===== config.mk =====
export PLATFORM = sky130hd
export DESIGN_NAME = sfuec_event_counter
export DESIGN_NICKNAME = d
export VERILOG_FILES = /design/src/sfuec_pkg.sv /design/src/sfuec_counter.sv /design/src/sfuec_event_counter.sv
export SDC_FILE = /design/constraint.sdc
export NUM_CORES = 1
export LEC_CHECK = 0
export ABC_AREA = 1
export BUFFER_PORTS_ARGS = -buffer_cell sky130_fd_sc_hd__buf_2
export CAP_MARGIN = 20
export CORE_ASPECT_RATIO = 1.75
export CORE_MARGIN = 1
export CORE_UTILIZATION = 55
export CTS_CLUSTER_DIAMETER = 100
export DETAILED_ROUTE_END_ITERATION = 12
export PLACE_DENSITY = 0.73
export SLEW_MARGIN = 20
export SYNTH_ARGS = -nofsm -noshare
export SYNTH_HDL_FRONTEND = slang
export SYNTH_SLANG_ARGS = --single-unit

===== constraint.sdc =====
create_clock -name clk_i -period 5.3 [get_ports clk_i]
set_input_delay 0.53 -clock clk_i [delete_from_list [all_inputs] [get_ports clk_i]]
set_output_delay 0.53 -clock clk_i [all_outputs]
set_load 0.05 [all_outputs]

===== src/sfuec_pkg.sv =====
// Overview of operation
// - Code 0ch with mask bit 15 and select 01h counts packed double uops.
// - Each selected packed double uop of an instruction adds one count.
// - Code 0ah with mask bit 15 counts scalar single uops.
// - Uops not selected by the event mask leave the counter unchanged.
// - Each selected scalar single uop of an instruction counts separately.
// - Code 0eh with mask bit 15 and select 01h counts scalar double uops.
// - Each selected scalar double uop of an instruction adds one.
// - Code 02h with mask bit 15 counts 64-bit SIMD integer uops.
// - Each selected 64-bit SIMD integer uop counts separately.
// - A separate 128-bit SIMD integer event is provided.
// - Code 1ah with mask bit 15 counts each 128-bit uop separately.
// - First selector drives counters 8 and 9, second drives 10 and 11.
package sfuec_pkg;
   localparam int unsigned LANES      = 4;
   localparam int unsigned CLS_W      = 3;
   localparam int unsigned DW         = 32;
   localparam int unsigned AW         = 8;
   localparam int unsigned NUM_CNT    = 4;
   localparam int unsigned SECOND_IDX = 2;
   localparam int unsigned FIRST_NUM  = 8;

   localparam logic [7:0] OFS_SEL_FIRST  = 8'h00;
   localparam logic [7:0] OFS_SEL_SECOND = 8'h04;
   localparam logic [7:0] OFS_CFG_BASE   = 8'h10;
   localparam logic [7:0] OFS_CNT_BASE   = 8'h20;

   localparam int unsigned SEL_CODE_HI  = 31;
   localparam int unsigned SEL_CODE_LO  = 25;
   localparam int unsigned SEL_MASK_HI  = 24;
   localparam int unsigned SEL_MASK_LO  = 9;
   localparam int unsigned SEL_MASK_ALL = 24;
   localparam int unsigned CFG_SEL_HI   = 15;
   localparam int unsigned CFG_SEL_LO   = 13;
   localparam int unsigned CFG_EN_BIT   = 12;

   localparam logic [2:0] CFG_SEL_VAL = 3'h1;

   localparam logic [6:0] EV_PACKED_DP = 7'h0c;
   localparam logic [6:0] EV_SCALAR_SP = 7'h0a;
   localparam logic [6:0] EV_SCALAR_DP = 7'h0e;
   localparam logic [6:0] EV_SIMD64    = 7'h02;
   localparam logic [6:0] EV_SIMD128   = 7'h1a;

   localparam logic [31:0] SEL_RST = 32'h0000_0000;
   localparam logic [31:0] CFG_RST = 32'h0000_0000;
   localparam logic [31:0] CNT_RST = 32'h0000_0000;

   typedef enum logic [2:0] {
      SFUEC_NONE      = 3'h0,
      SFUEC_PACKED_DP = 3'h1,
      SFUEC_SCALAR_SP = 3'h2,
      SFUEC_SCALAR_DP = 3'h3,
      SFUEC_SIMD64    = 3'h4,
      SFUEC_SIMD128   = 3'h5
   } sfuec_class_e;

   // Maps a programmed event code to the uop class that it counts.
   function automatic sfuec_class_e sfuec_code_class(input logic [6:0] code);
      case (code)
         EV_PACKED_DP: sfuec_code_class = SFUEC_PACKED_DP;
         EV_SCALAR_SP: sfuec_code_class = SFUEC_SCALAR_SP;
         EV_SCALAR_DP: sfuec_code_class = SFUEC_SCALAR_DP;
         EV_SIMD64:    sfuec_code_class = SFUEC_SIMD64;
         EV_SIMD128:   sfuec_code_class = SFUEC_SIMD128;
         default:      sfuec_code_class = SFUEC_NONE;
      endcase
   endfunction : sfuec_code_class
endpackage : sfuec_pkg


===== src/sfuec_counter.sv =====
`timescale 1ns/1ps
module sfuec_counter import sfuec_pkg::*; (
   input  wire logic                   clk_i,
   input  wire logic                   rst_i,
   input  wire logic [DW-1:0]          sel_i,
   input  wire logic [DW-1:0]          cfg_i,
   input  wire logic [LANES-1:0]       lane_valid_i,
   input  wire logic [LANES*CLS_W-1:0] lane_class_i,
   input  wire logic                   wr_i,
   input  wire logic [DW-1:0]          wr_data_i,
   output      logic [DW-1:0]          count_o
);
   sfuec_class_e     target_w;
   logic             armed_w;
   logic [LANES-1:0] hit_w;
   logic [2:0]       nhit_w;
   logic [DW-1:0]    count_d;
   logic [DW-1:0]    count_q;

   assign target_w = sfuec_code_class(sel_i[SEL_CODE_HI:SEL_CODE_LO]);
   // Unmasked uops, a wrong select or an unknown code count nothing.
   assign armed_w = cfg_i[CFG_EN_BIT]
                  && (cfg_i[CFG_SEL_HI:CFG_SEL_LO] == CFG_SEL_VAL)
                  && sel_i[SEL_MASK_ALL]
                  && (target_w != SFUEC_NONE);

   // Every lane is one uop; several lanes of one instruction add up.
   for (genvar l = 0; l < LANES; l++) begin : g_lane
      assign hit_w[l] = armed_w && lane_valid_i[l]
         && (lane_class_i[l*CLS_W +: CLS_W] == target_w);
   end

   always_comb begin
      nhit_w = 3'h0;
      for (int i = 0; i < LANES; i++) begin
         nhit_w = nhit_w + {2'h0, hit_w[i]};
      end
   end

   // A software write takes precedence over the increment in that cycle.
   assign count_d = wr_i ? wr_data_i : count_q + {29'h0, nhit_w};

   always_ff @(posedge clk_i) begin
      if (rst_i) count_q <= CNT_RST;
      else       count_q <= count_d;
   end

   assign count_o = count_q;
endmodule : sfuec_counter


===== src/sfuec_event_counter.sv =====
`timescale 1ns/1ps
module sfuec_event_counter import sfuec_pkg::*; (
   input  wire logic                   clk_i,
   input  wire logic                   rst_i,
   input  wire logic                   wb_cyc_i,
   input  wire logic                   wb_stb_i,
   input  wire logic                   wb_we_i,
   input  wire logic [AW-1:0]          wb_adr_i,
   input  wire logic [3:0]             wb_sel_i,
   input  wire logic [DW-1:0]          wb_dat_i,
   output      logic [DW-1:0]          wb_dat_o,
   output      logic                   wb_ack_o,
   input  wire logic [LANES-1:0]       uop_valid_i,
   input  wire logic [LANES*CLS_W-1:0] uop_class_i
);
   ////////////////////////////////////////////////////////////////////////
   // Register bus decode.

   logic          ack_q;
   logic [DW-1:0] rdata_q;
   logic [DW-1:0] sel_first_q;
   logic [DW-1:0] sel_second_q;
   logic [DW-1:0] cfg_q  [NUM_CNT];
   logic [DW-1:0] cnt_w  [NUM_CNT];
   logic [NUM_CNT-1:0] cfg_hit_w;
   logic [NUM_CNT-1:0] cnt_hit_w;
   logic [NUM_CNT-1:0] cnt_wr_w;
   logic          req_w;
   logic          wr_w;
   logic          sel_first_hit_w;
   logic          sel_second_hit_w;
   logic [DW-1:0] rd_mux_w;

   // Applies the Wishbone byte enables to one register word.
   function automatic logic [DW-1:0] be_merge(input logic [DW-1:0] old,
                                              input logic [DW-1:0] nw,
                                              input logic [3:0]    be);
      logic [DW-1:0] r;
      r = old;
      for (int b = 0; b < 4; b++) begin
         if (be[b]) r[b*8 +: 8] = nw[b*8 +: 8];
      end
      return r;
   endfunction : be_merge

   // One access is taken per request; the ack cycle itself takes nothing.
   assign req_w = wb_cyc_i && wb_stb_i && !ack_q;
   assign wr_w  = req_w && wb_we_i;

   assign sel_first_hit_w  = (wb_adr_i == OFS_SEL_FIRST);
   assign sel_second_hit_w = (wb_adr_i == OFS_SEL_SECOND);

   for (genvar i = 0; i < NUM_CNT; i++) begin : g_dec
      assign cfg_hit_w[i] = (wb_adr_i == OFS_CFG_BASE + 8'(4 * i));
      assign cnt_hit_w[i] = (wb_adr_i == OFS_CNT_BASE + 8'(4 * i));
      assign cnt_wr_w[i]  = wr_w && cnt_hit_w[i];
   end

   // Unmapped addresses read as zero and ignore writes.
   always_comb begin
      rd_mux_w = 32'h0000_0000;
      if (sel_first_hit_w) begin
         rd_mux_w = sel_first_q;
      end else if (sel_second_hit_w) begin
         rd_mux_w = sel_second_q;
      end else begin
         for (int i = 0; i < NUM_CNT; i++) begin
            if (cfg_hit_w[i]) rd_mux_w = cfg_q[i];
            if (cnt_hit_w[i]) rd_mux_w = cnt_w[i];
         end
      end
   end

   always_ff @(posedge clk_i) begin
      if (rst_i) begin
         ack_q   <= 1'b0;
         rdata_q <= 32'h0000_0000;
      end else begin
         ack_q   <= req_w;
         rdata_q <= req_w ? rd_mux_w : rdata_q;
      end
   end

   assign wb_ack_o = ack_q;
   assign wb_dat_o = rdata_q;

   ////////////////////////////////////////////////////////////////////////
   // Event selection and counter configuration registers.

   always_ff @(posedge clk_i) begin
      if (rst_i) begin
         sel_first_q  <= SEL_RST;
         sel_second_q <= SEL_RST;
      end else begin
         if (wr_w && sel_first_hit_w)
            sel_first_q <= be_merge(sel_first_q, wb_dat_i, wb_sel_i);
         if (wr_w && sel_second_hit_w)
            sel_second_q <= be_merge(sel_second_q, wb_dat_i, wb_sel_i);
      end
   end

   for (genvar i = 0; i < NUM_CNT; i++) begin : g_cfg
      always_ff @(posedge clk_i) begin
         if (rst_i)
            cfg_q[i] <= CFG_RST;
         else if (wr_w && cfg_hit_w[i])
            cfg_q[i] <= be_merge(cfg_q[i], wb_dat_i, wb_sel_i);
      end
   end

   ////////////////////////////////////////////////////////////////////////
   // Counters; the low pair follows the first selector, the high pair the
   // second, and no configuration can route them otherwise.

   for (genvar i = 0; i < NUM_CNT; i++) begin : g_cnt
      logic [DW-1:0] sel_w;
      assign sel_w = (i < SECOND_IDX) ? sel_first_q
                                      : sel_second_q;
      sfuec_counter u_cnt (
         .clk_i        (clk_i),
         .rst_i        (rst_i),
         .sel_i        (sel_w),
         .cfg_i        (cfg_q[i]),
         .lane_valid_i (uop_valid_i),
         .lane_class_i (uop_class_i),
         .wr_i         (cnt_wr_w[i]),
         .wr_data_i    (be_merge(cnt_w[i], wb_dat_i, wb_sel_i)),
         .count_o      (cnt_w[i])
      );
   end

   ////////////////////////////////////////////////////////////////////////
   // Checks.

   // Counts the valid lanes of one class, independently of the counters.
   function automatic logic [2:0] n_class(input logic [LANES-1:0] v,
                                          input logic [LANES*CLS_W-1:0] c,
                                          input sfuec_class_e k);
      logic [2:0] n;
      n = 3'h0;
      for (int l = 0; l < LANES; l++) begin
         if (v[l] && (k != SFUEC_NONE) && (c[l*CLS_W +: CLS_W] == k))
            n = n + 3'h1;
      end
      return n;
   endfunction : n_class

   logic [6:0] code0_w;
   logic       cfg_ok0_w;
   logic       cfg_ok1_w;
   logic       arm0_w;
   logic       arm1_w;
   logic       arm2_w;
   logic [2:0] n_pdp_w;
   logic [2:0] n_ssp_w;
   logic [2:0] n_sdp_w;
   logic [2:0] n_s64_w;
   logic [2:0] n_s128_w;
   logic [2:0] n_tgt0_w;
   logic [6:0] code1_w;
   logic       arm3_w;
   logic       any_hit_w;
   logic [2:0] n_tgt1_w;

   assign code0_w   = sel_first_q[SEL_CODE_HI:SEL_CODE_LO];
   assign code1_w   = sel_second_q[SEL_CODE_HI:SEL_CODE_LO];
   // Any mapped register; everything else must read as zero.
   assign any_hit_w = sel_first_hit_w || sel_second_hit_w
                   || (|cfg_hit_w) || (|cnt_hit_w);
   assign cfg_ok0_w = cfg_q[0][CFG_EN_BIT]
                   && (cfg_q[0][CFG_SEL_HI:CFG_SEL_LO] == CFG_SEL_VAL);
   assign cfg_ok1_w = cfg_q[1][CFG_EN_BIT]
                   && (cfg_q[1][CFG_SEL_HI:CFG_SEL_LO] == CFG_SEL_VAL);
   assign arm0_w    = cfg_ok0_w && sel_first_q[SEL_MASK_ALL];
   assign arm1_w    = cfg_ok1_w && sel_first_q[SEL_MASK_ALL];
   assign arm2_w    = cfg_q[2][CFG_EN_BIT]
                   && (cfg_q[2][CFG_SEL_HI:CFG_SEL_LO] == CFG_SEL_VAL)
                   && sel_second_q[SEL_MASK_ALL];
   assign n_pdp_w   = n_class(uop_valid_i, uop_class_i, SFUEC_PACKED_DP);
   assign n_ssp_w   = n_class(uop_valid_i, uop_class_i, SFUEC_SCALAR_SP);
   assign n_sdp_w   = n_class(uop_valid_i, uop_class_i, SFUEC_SCALAR_DP);
   assign n_s64_w   = n_class(uop_valid_i, uop_class_i, SFUEC_SIMD64);
   assign n_s128_w  = n_class(uop_valid_i, uop_class_i, SFUEC_SIMD128);
   assign n_tgt0_w  = n_class(uop_valid_i, uop_class_i,
                              sfuec_code_class(code0_w));
   assign n_tgt1_w  = n_class(uop_valid_i, uop_class_i,
                              sfuec_code_class(code1_w));
   assign arm3_w    = cfg_q[3][CFG_EN_BIT]
                   && (cfg_q[3][CFG_SEL_HI:CFG_SEL_LO] == CFG_SEL_VAL)
                   && sel_second_q[SEL_MASK_ALL];
endmodule : sfuec_event_counter


### Word level (Yosys, flattened, before mapping)

Memories as Yosys holds them, arrays and structs flattened.
Index checks and enable logic that the tools add are counted.

| cells by class | value |
|---|---|
| muxes and demuxes | 86 |
| equal/unequal tests | 47 |
| bitwise logic cells | 4 |
| magnitude comparators | 0 |
| $add $sub $neg | 16 |
| multiply operators | 0 |
| shift-type cells | 0 |
| reduce and logical (&&, ||, !) cells | 69 |
| divide/modulo/power cells | 0 |

Operator list:

| kind | number |
|---|---|
| 2-to-1 mux 32 bit | 18 |
| 2-to-1 mux 8 bit | 52 |
| adder 32 x 3 -> 32 bit | 4 |
| logical AND 1 bit | 57 |
| equality test 7 x 4 -> 1 bit (second input constant) | 6 |
| equality test 8 x 5 -> 1 bit (second input constant) | 4 |
| equality test 8 x 6 -> 1 bit (second input constant) | 4 |
| inequality test 2 bit (second input constant) | 16 |
| case mux 3 bit (5 select lines) | 2 |
| adder 3 x 1 -> 3 bit | 8 |
| equality test 3 bit | 8 |
| AND reduction 2 bit | 8 |
| equality test 7 x 2 -> 1 bit (second input constant) | 2 |
| equality test 7 x 5 -> 1 bit (second input constant) | 2 |
| 2-to-1 mux 1 bit | 14 |
| equality test 3 x 1 -> 1 bit (second input constant) | 4 |
| adder 1 x 1 -> 2 bit | 4 |
| equality test 8 x 3 -> 1 bit (second input constant) | 1 |
| logical NOT 8 bit | 1 |
| nonzero test 3 bit | 2 |
| OR 1 bit | 4 |
| logical NOT 1 bit | 1 |

| word-level totals | value |
|---|---|
| memory bits (writable) | 128 |
| latch bits | 0 |
| register bits after elaboration | 225 |
| memories | 1 |
| bits in read-only memories | 0 |
| input port bits | 65 |
| word-level logic and storage cells | 249 |

Memories:

| memory | words | bits a word | read ports | clocked after memory_dff | wr ports | line | source |
|---|---|---|---|---|---|---|---|
| cfg_q | 4 | 32 | 4 | 0 | 4 | sfuec_event_counter.sv:23 | `logic [DW-1:0] cfg_q [NUM_CNT];` |

### Longest topological paths before layout

An unclocked memory read counts as a cell.

| logic depth | value |
|---|---|
| depth in word-level cells | 12 |
| mapped depth | 27 |
| mapped depth without buffers | 27 |

### Hierarchy

Synthesis repeated with hierarchy kept, for this count alone.

| second synthesis, totals | value |
|---|---|
| cell total of the unflattened synthesis | 3503 |
| area total of the unflattened synthesis | 22426.5 µm² |

By module, submodules not included:

| module | cells each | instances | area each (µm²) |
|---|---|---|---|
| sfuec_event_counter | 1696 | 1 | 12174.2 |
| sfuec_counter at g_cnt[0].u_cnt ... | 455 | 2 | 2583.7 |
| sfuec_counter at g_cnt[1].u_cnt | 452 | 1 | 2561.2 |
| sfuec_counter at g_cnt[2].u_cnt | 445 | 1 | 2523.7 |

### Worst setup path after synthesis

Ideal clock, no wire load.

| path | value |
|---|---|
| path kind | flip-flop to flip-flop |
| start | reg sel_second_q[29] (netlist: g_cnt[2].sel_w[29]) |
| end | reg g_cnt[2].u_cnt.count_q[18] |
| path slack | 1.351 ns |
| arrival time | 3.838 ns |
| data required time | 5.190 ns |
| setup time | 0.110 ns |
| path buffers | 0 |
| cell stages (with the launch flop) | 24 |
| path through | dfxtp_1 -> nor3_1 -> nand3_1 -> xor2_1 -> nor3_1 -> nand3_1 -> nor2_1 -> ha_1 -> fa_1 -> ha_1 -> inv_1 -> fa_1 -> o21ai_0 -> nand2_1 -> inv_1 -> nand2_1 -> nor2_1 -> inv_1 -> nor2_1 -> nand2_1 -> nand2_1 -> nand3_1 -> nand3_1 -> inv_1 |

| between the ends | value |
|---|---|
| longest elaborated chain between the ends | 11 |

RTL lines:

| element | line | source |
|---|---|---|
| from (decl) | sfuec_event_counter.sv:22 | `logic [DW-1:0] sel_second_q;` |
| from (signal assigned) | sfuec_event_counter.sv:98 | `sel_second_q <= be_merge(sel_second_q, wb_dat_i, wb_sel_i);` |
| equality test 7 x 5 -> 1 bit, or another cell as far along | sfuec_pkg.sv:60 | `case (code)` |
| case mux 3 bit (5 select lines) (*) | sfuec_pkg.sv:60 |  |
| nonzero test 3 bit | sfuec_counter.sv:25 | `&& (target_w != SFUEC_NONE);` |
| logical AND 1 bit | sfuec_counter.sv:25 |  |
| logical AND 1 bit | sfuec_counter.sv:29 | `assign hit_w[l] = armed_w && lane_valid_i[l]` |
| logical AND 1 bit | sfuec_counter.sv:30 | `&& (lane_class_i[l*CLS_W +: CLS_W] == target_w);` |
| adder 1 x 1 -> 2 bit | sfuec_counter.sv:36 | `nhit_w = nhit_w + {2'h0, hit_w[i]};` |
| adder 3 x 1 -> 3 bit | sfuec_counter.sv:36 |  |
| adder 3 x 1 -> 3 bit (*) | sfuec_counter.sv:36 |  |
| adder 32 x 3 -> 32 bit (*) | sfuec_counter.sv:41 | `assign count_d = wr_i ? wr_data_i : count_q + {29'h0, nhit_w};` |
| 2-to-1 mux 32 bit (*) | sfuec_counter.sv:41 |  |
| to (signal assigned) | sfuec_counter.sv:45 | `else count_q <= count_d;` |
| to (decl) | sfuec_counter.sv:18 | `logic [DW-1:0] count_q;` |

Mark *: on every way between the ends. The rest lies on a longest branch, timed or not.
A chain may end at the register's enable or synchronous reset.

### Final worst setup path

| path | value |
|---|---|
| start | reg sel_first_q[30] (netlist: g_cnt[0].sel_w[30]) |
| end | reg g_cnt[1].u_cnt.count_q[24] |

| between the ends | value |
|---|---|
| longest elaborated chain between the ends | 11 |

RTL lines:

| element | line | source |
|---|---|---|
| from (decl) | sfuec_event_counter.sv:21 | `logic [DW-1:0] sel_first_q;` |
| from (signal assigned) | sfuec_event_counter.sv:96 | `sel_first_q <= be_merge(sel_first_q, wb_dat_i, wb_sel_i);` |
| equality test 7 x 5 -> 1 bit, or another cell as far along | sfuec_pkg.sv:60 |  |
| case mux 3 bit (5 select lines) (*) | sfuec_pkg.sv:60 |  |
| nonzero test 3 bit | sfuec_counter.sv:25 |  |
| logical AND 1 bit | sfuec_counter.sv:25 |  |
| logical AND 1 bit | sfuec_counter.sv:29 |  |
| logical AND 1 bit | sfuec_counter.sv:30 |  |
| adder 1 x 1 -> 2 bit | sfuec_counter.sv:36 |  |
| adder 3 x 1 -> 3 bit | sfuec_counter.sv:36 |  |
| adder 3 x 1 -> 3 bit (*) | sfuec_counter.sv:36 |  |
| adder 32 x 3 -> 32 bit (*) | sfuec_counter.sv:41 |  |
| 2-to-1 mux 32 bit (*) | sfuec_counter.sv:41 |  |
| to (signal assigned) | sfuec_counter.sv:45 |  |
| to (decl) | sfuec_counter.sv:18 |  |

Marks and branches as above.

==> run metrics <==
antenna violations before repair=0; Post-Synth Simple-Gate Area=0.295; Die Y=258 um; first-pass GRT wire length=120000 um; die area=0.0383 mm^2; sw power=1.43 mW; share of cells above drive strength 1=0.0796; cell count after synthesis=2997; yosys warns=0; post-synthesis xor/xnor area fraction=0.0255; fillers=3458; TritonCTS Sinks=353; Reg-to-Reg End=g_cnt[1].u_cnt.count_o[24]; Worst R2R Start=g_cnt[0].sel_w[30]; status=finished clean; synthesized area per cell=6.88 um^2; Worst Path Arrival=5.33 ns; Hold Crit Class=primary input to flip-flop; Synth Flop Type=dfxtp_1; clock power share=0.464; switching share of power=0.242; final worst-path cycle share=0.920; Max FO, Critical Path=4; critical-path cell list=nor3_1, nand4_1, nand2_1, xor2_1, a211oi_1, nand3_2, nor2_1, ha_1, fa_1, ha_1, inv_1, fa_1, inv_1, nand2_1, nand2_1, nand2_1, nor2_2, nand2_1, nor4_2, nand2_1, nand2_1, nand3_1, nand2_1, inv_1; die width=148 um; Min Clock Period, post-route=4.88 ns; all-layer global routing usage=0.422; Worst Tran Pin Value=1.12 ns; Setup TNS Final=0 ns; CTS Hold Bufs=0; Seq cells post-synth=353; R2R depth=24; CTS tree=done; Max IR drop VDD=0.000256 V; nets=3132; WL per Instance=22.7 um; Reg clk slew, reported paths=0.07 ns; buffers added on ports=97; DRT antenna net count=0; Setup Skew=0.0209 ns; area share of fa/ha/maj cells after synthesis=0.0199; min-delay src=wb_dat_i[14]; crit path kind=flip-flop to flip-flop; CP Launch Type=flip-flop; H-tree depth=2; sequential share of power=0.481; post-synthesis mux area share=0; WHS Path Cells=3; CP required=5.75 ns; CP endpoint kind=flip-flop; main combinational cell family by area after synthesis=simple AND/OR/NAND/NOR gates; DR DRC count=0; max-cap violation count=0; Layout area overhead=10.0%; Slew Limit Fails=0; Core Region=0.0369 mm^2; CP max stage delay=0.39 ns; Pwr per Cell Area=261 mW/mm^2; synthesized area=0.0206 mm^2; internal power=4.49 mW; RSZ-0062 raised after global routing=no; unique cell type count in the Yosys netlist=43; Iter 0 DRT Violations=2088; largest net degree at the start of global routing=76; Slowest cell on crit path=fa_1; I/O pin cnt=98; combinational power share=0.055; overflow left after global routing=0; Fmax achieved=0.205 GHz; Vias=21200; crit-path leading delay family=simple AND/OR/NAND/NOR gates; Num CTS Buffers=36; row count=93; Avg Vias per Cell=5.99; complex-gate fraction of the synthesized area=0.145; leak pwr=9.26 nW; wirelength, routed=80400 um; CP bufs+invs=3; hold_ws=0.331 ns; Most common cell on crit path=nand2_1; clock buffer depth=3; GPL Wtd Cong=1.02; Reg area=0.00835 mm^2; Syn Nets=3090; R2R setup slack=0.42 ns; CTS Root Cell=clkbuf_16; Detailed Place HPWL=59800 um; Post-synth EDFFs=128; setup violators final=0; clk_lat worst skew=0.55 ns; vias in the first global route=20200; worst relative slew slack=0.248; Initial Util=0.559; Final Hold Fails=0; Synth async-reset ratio=0; first-pass detailed-route iteration total=9; area of the multi-input gates=0.0100 mm^2; Hold Path End=g_cnt[0].sel_w[14]; sequential area share after synthesis=0.405
-- cell type report --
cell class | count | area share
Inverter | 444 | 0.0735
Timing Repair Buffer | 141 | 0.0360
Sequential cell | 353 | 0.368
Clock buffer | 45 | 0.0440
Clock inverter | 19 | 0.0109
Multi-Input combinational cell | 2063 | 0.441
Antenna cell | 1 | 0.000110
Tap cell | 475 | 0.0262
-- cell families (layout without fill, tap and decap cells) --
kind of cell / count (synthesis) / in the layout
DFF: 353 / 353
and+or+nand+nor: 1424 / 1424
AOI/OAI and AO/OA: 551 / 551
buffers and inverters: 581 / 649
xor gates and xnor gates: 60 / 60
adders and majority gates: 28 / 28
other: 0 / 1
-- metrics by stage --
step / area [um^2] / setup slack, ns / utilization / total power [mW] / cells
floorplan: 20600 / 1.35 / - / 3.06 / 2997
global placement: 21400 / 0.485 / 0.581 / 3.22 / 3475
detailed placement: 21400 / 0.370 / 0.581 / 3.22 / 3475
CTS: 22700 / 0.357 / 0.615 / 5.91 / 3539
global route: 22700 / 0.0240 / 0.615 / 6.02 / 3540
finish: 22700 / 0.422 / 0.615 / 5.93 / 3541
-- Yosys cell counts (42+ instances only) --
| library cell | count | share of area |
|---|---|---|
| nand2_1 | 651 | 0.12 |
| inv_1 | 438 | 0.080 |
| nor2_1 | 365 | 0.066 |
| a21oi_1 | 237 | 0.058 |
| dfxtp_1 | 225 | 0.22 |
| nand3_1 | 217 | 0.053 |
| o21ai_0 | 193 | 0.047 |
| edfxtp_1 | 128 | 0.19 |
| clkbuf_1 | 83 | 0.015 |
| nand4_1 | 72 | 0.022 |
| nor3_1 | 58 | 0.014 |
| xor2_1 | 50 | 0.021 |
| buf_2 | 43 | 0.010 |
| o211ai_1 | 42 | 0.015 |
-- cells in the final DEF (no fill, tap or decap), types with 38 or more instances in the layout --
master | synthesis | routed
nand2_1 | 651 | 651
inv_1 | 438 | 436
nor2_1 | 365 | 363
a21oi_1 | 237 | 237
dfxtp_1 | 225 | 225
nand3_1 | 217 | 216
o21ai_0 | 193 | 188
edfxtp_1 | 128 | 128
buf_2 | 43 | 96
nand4_1 | 72 | 72
nor3_1 | 58 | 58
xor2_1 | 50 | 50
buf_4 | 11 | 44
o211ai_1 | 42 | 42
clkbuf_16 | 0 | 38
-- worst max path at each step --
stage | from | endpoint | slack, ns | cells after the start
after floorplan | g_cnt[2].sel_w[29] | g_cnt[2].u_cnt.count_o[18] | 1.35 | 23
after global placement | g_cnt[0].sel_w[29] | g_cnt[1].u_cnt.count_o[24] | 0.49 | 24
after detailed placement | g_cnt[0].sel_w[30] | g_cnt[1].u_cnt.count_o[24] | 0.37 | 24
after CTS | g_cnt[0].sel_w[30] | g_cnt[1].u_cnt.count_o[24] | 0.36 | 24
after global routing | g_cnt[0].sel_w[30] | g_cnt[0].u_cnt.count_o[28] | 0.02 | 24
final | g_cnt[0].sel_w[30] | g_cnt[1].u_cnt.count_o[24] | 0.42 | 24
-- sequential cells by signal, summed over array words and instances (netlist names) --
register / count
cfg_q: 128
g_cnt.u_cnt.count_o: 128
g_cnt.sel_w: 64
wb_dat_o: 32
wb_ack_o: 1
-- power by group through the flow --
stage                     logic, mW  clock network [mW]  registers [mW]
after CTS                     0.310                2.75            2.85
final                         0.324                2.75            2.85
after floorplan               0.143                   0            2.91
after global routing          0.334                2.84            2.85
after global placement        0.306                   0            2.91
after detailed placement      0.308                   0            2.91
-- layer usage --
layer / wire, um / GRT usage / vias to the layer above / part of all wire
li1: - / - / 9867 / -
met1: 28400 / 0.476 / 9804 / 0.35
met2: 37800 / 0.700 / 1183 / 0.47
met3: 5970 / 0.0504 / 360 / 0.074
met4: 8230 / 0.374 / 0 / 0.10
met5: 0 / 0 / - / 0
-- tightest hold or removal path, cell delays in order --
cell and delay (ns):
buf_2 0.12, o21ai_0 0.08, a21oi_1 0.10
-- repair_timing --
action / 4_1_cts / 5_1_grt
setup buffers: 0 / 0
setup endpoints to repair: 0 / 1
resized for setup: 0 / 1
Note: power is estimated with default switching activity, not from simulation.
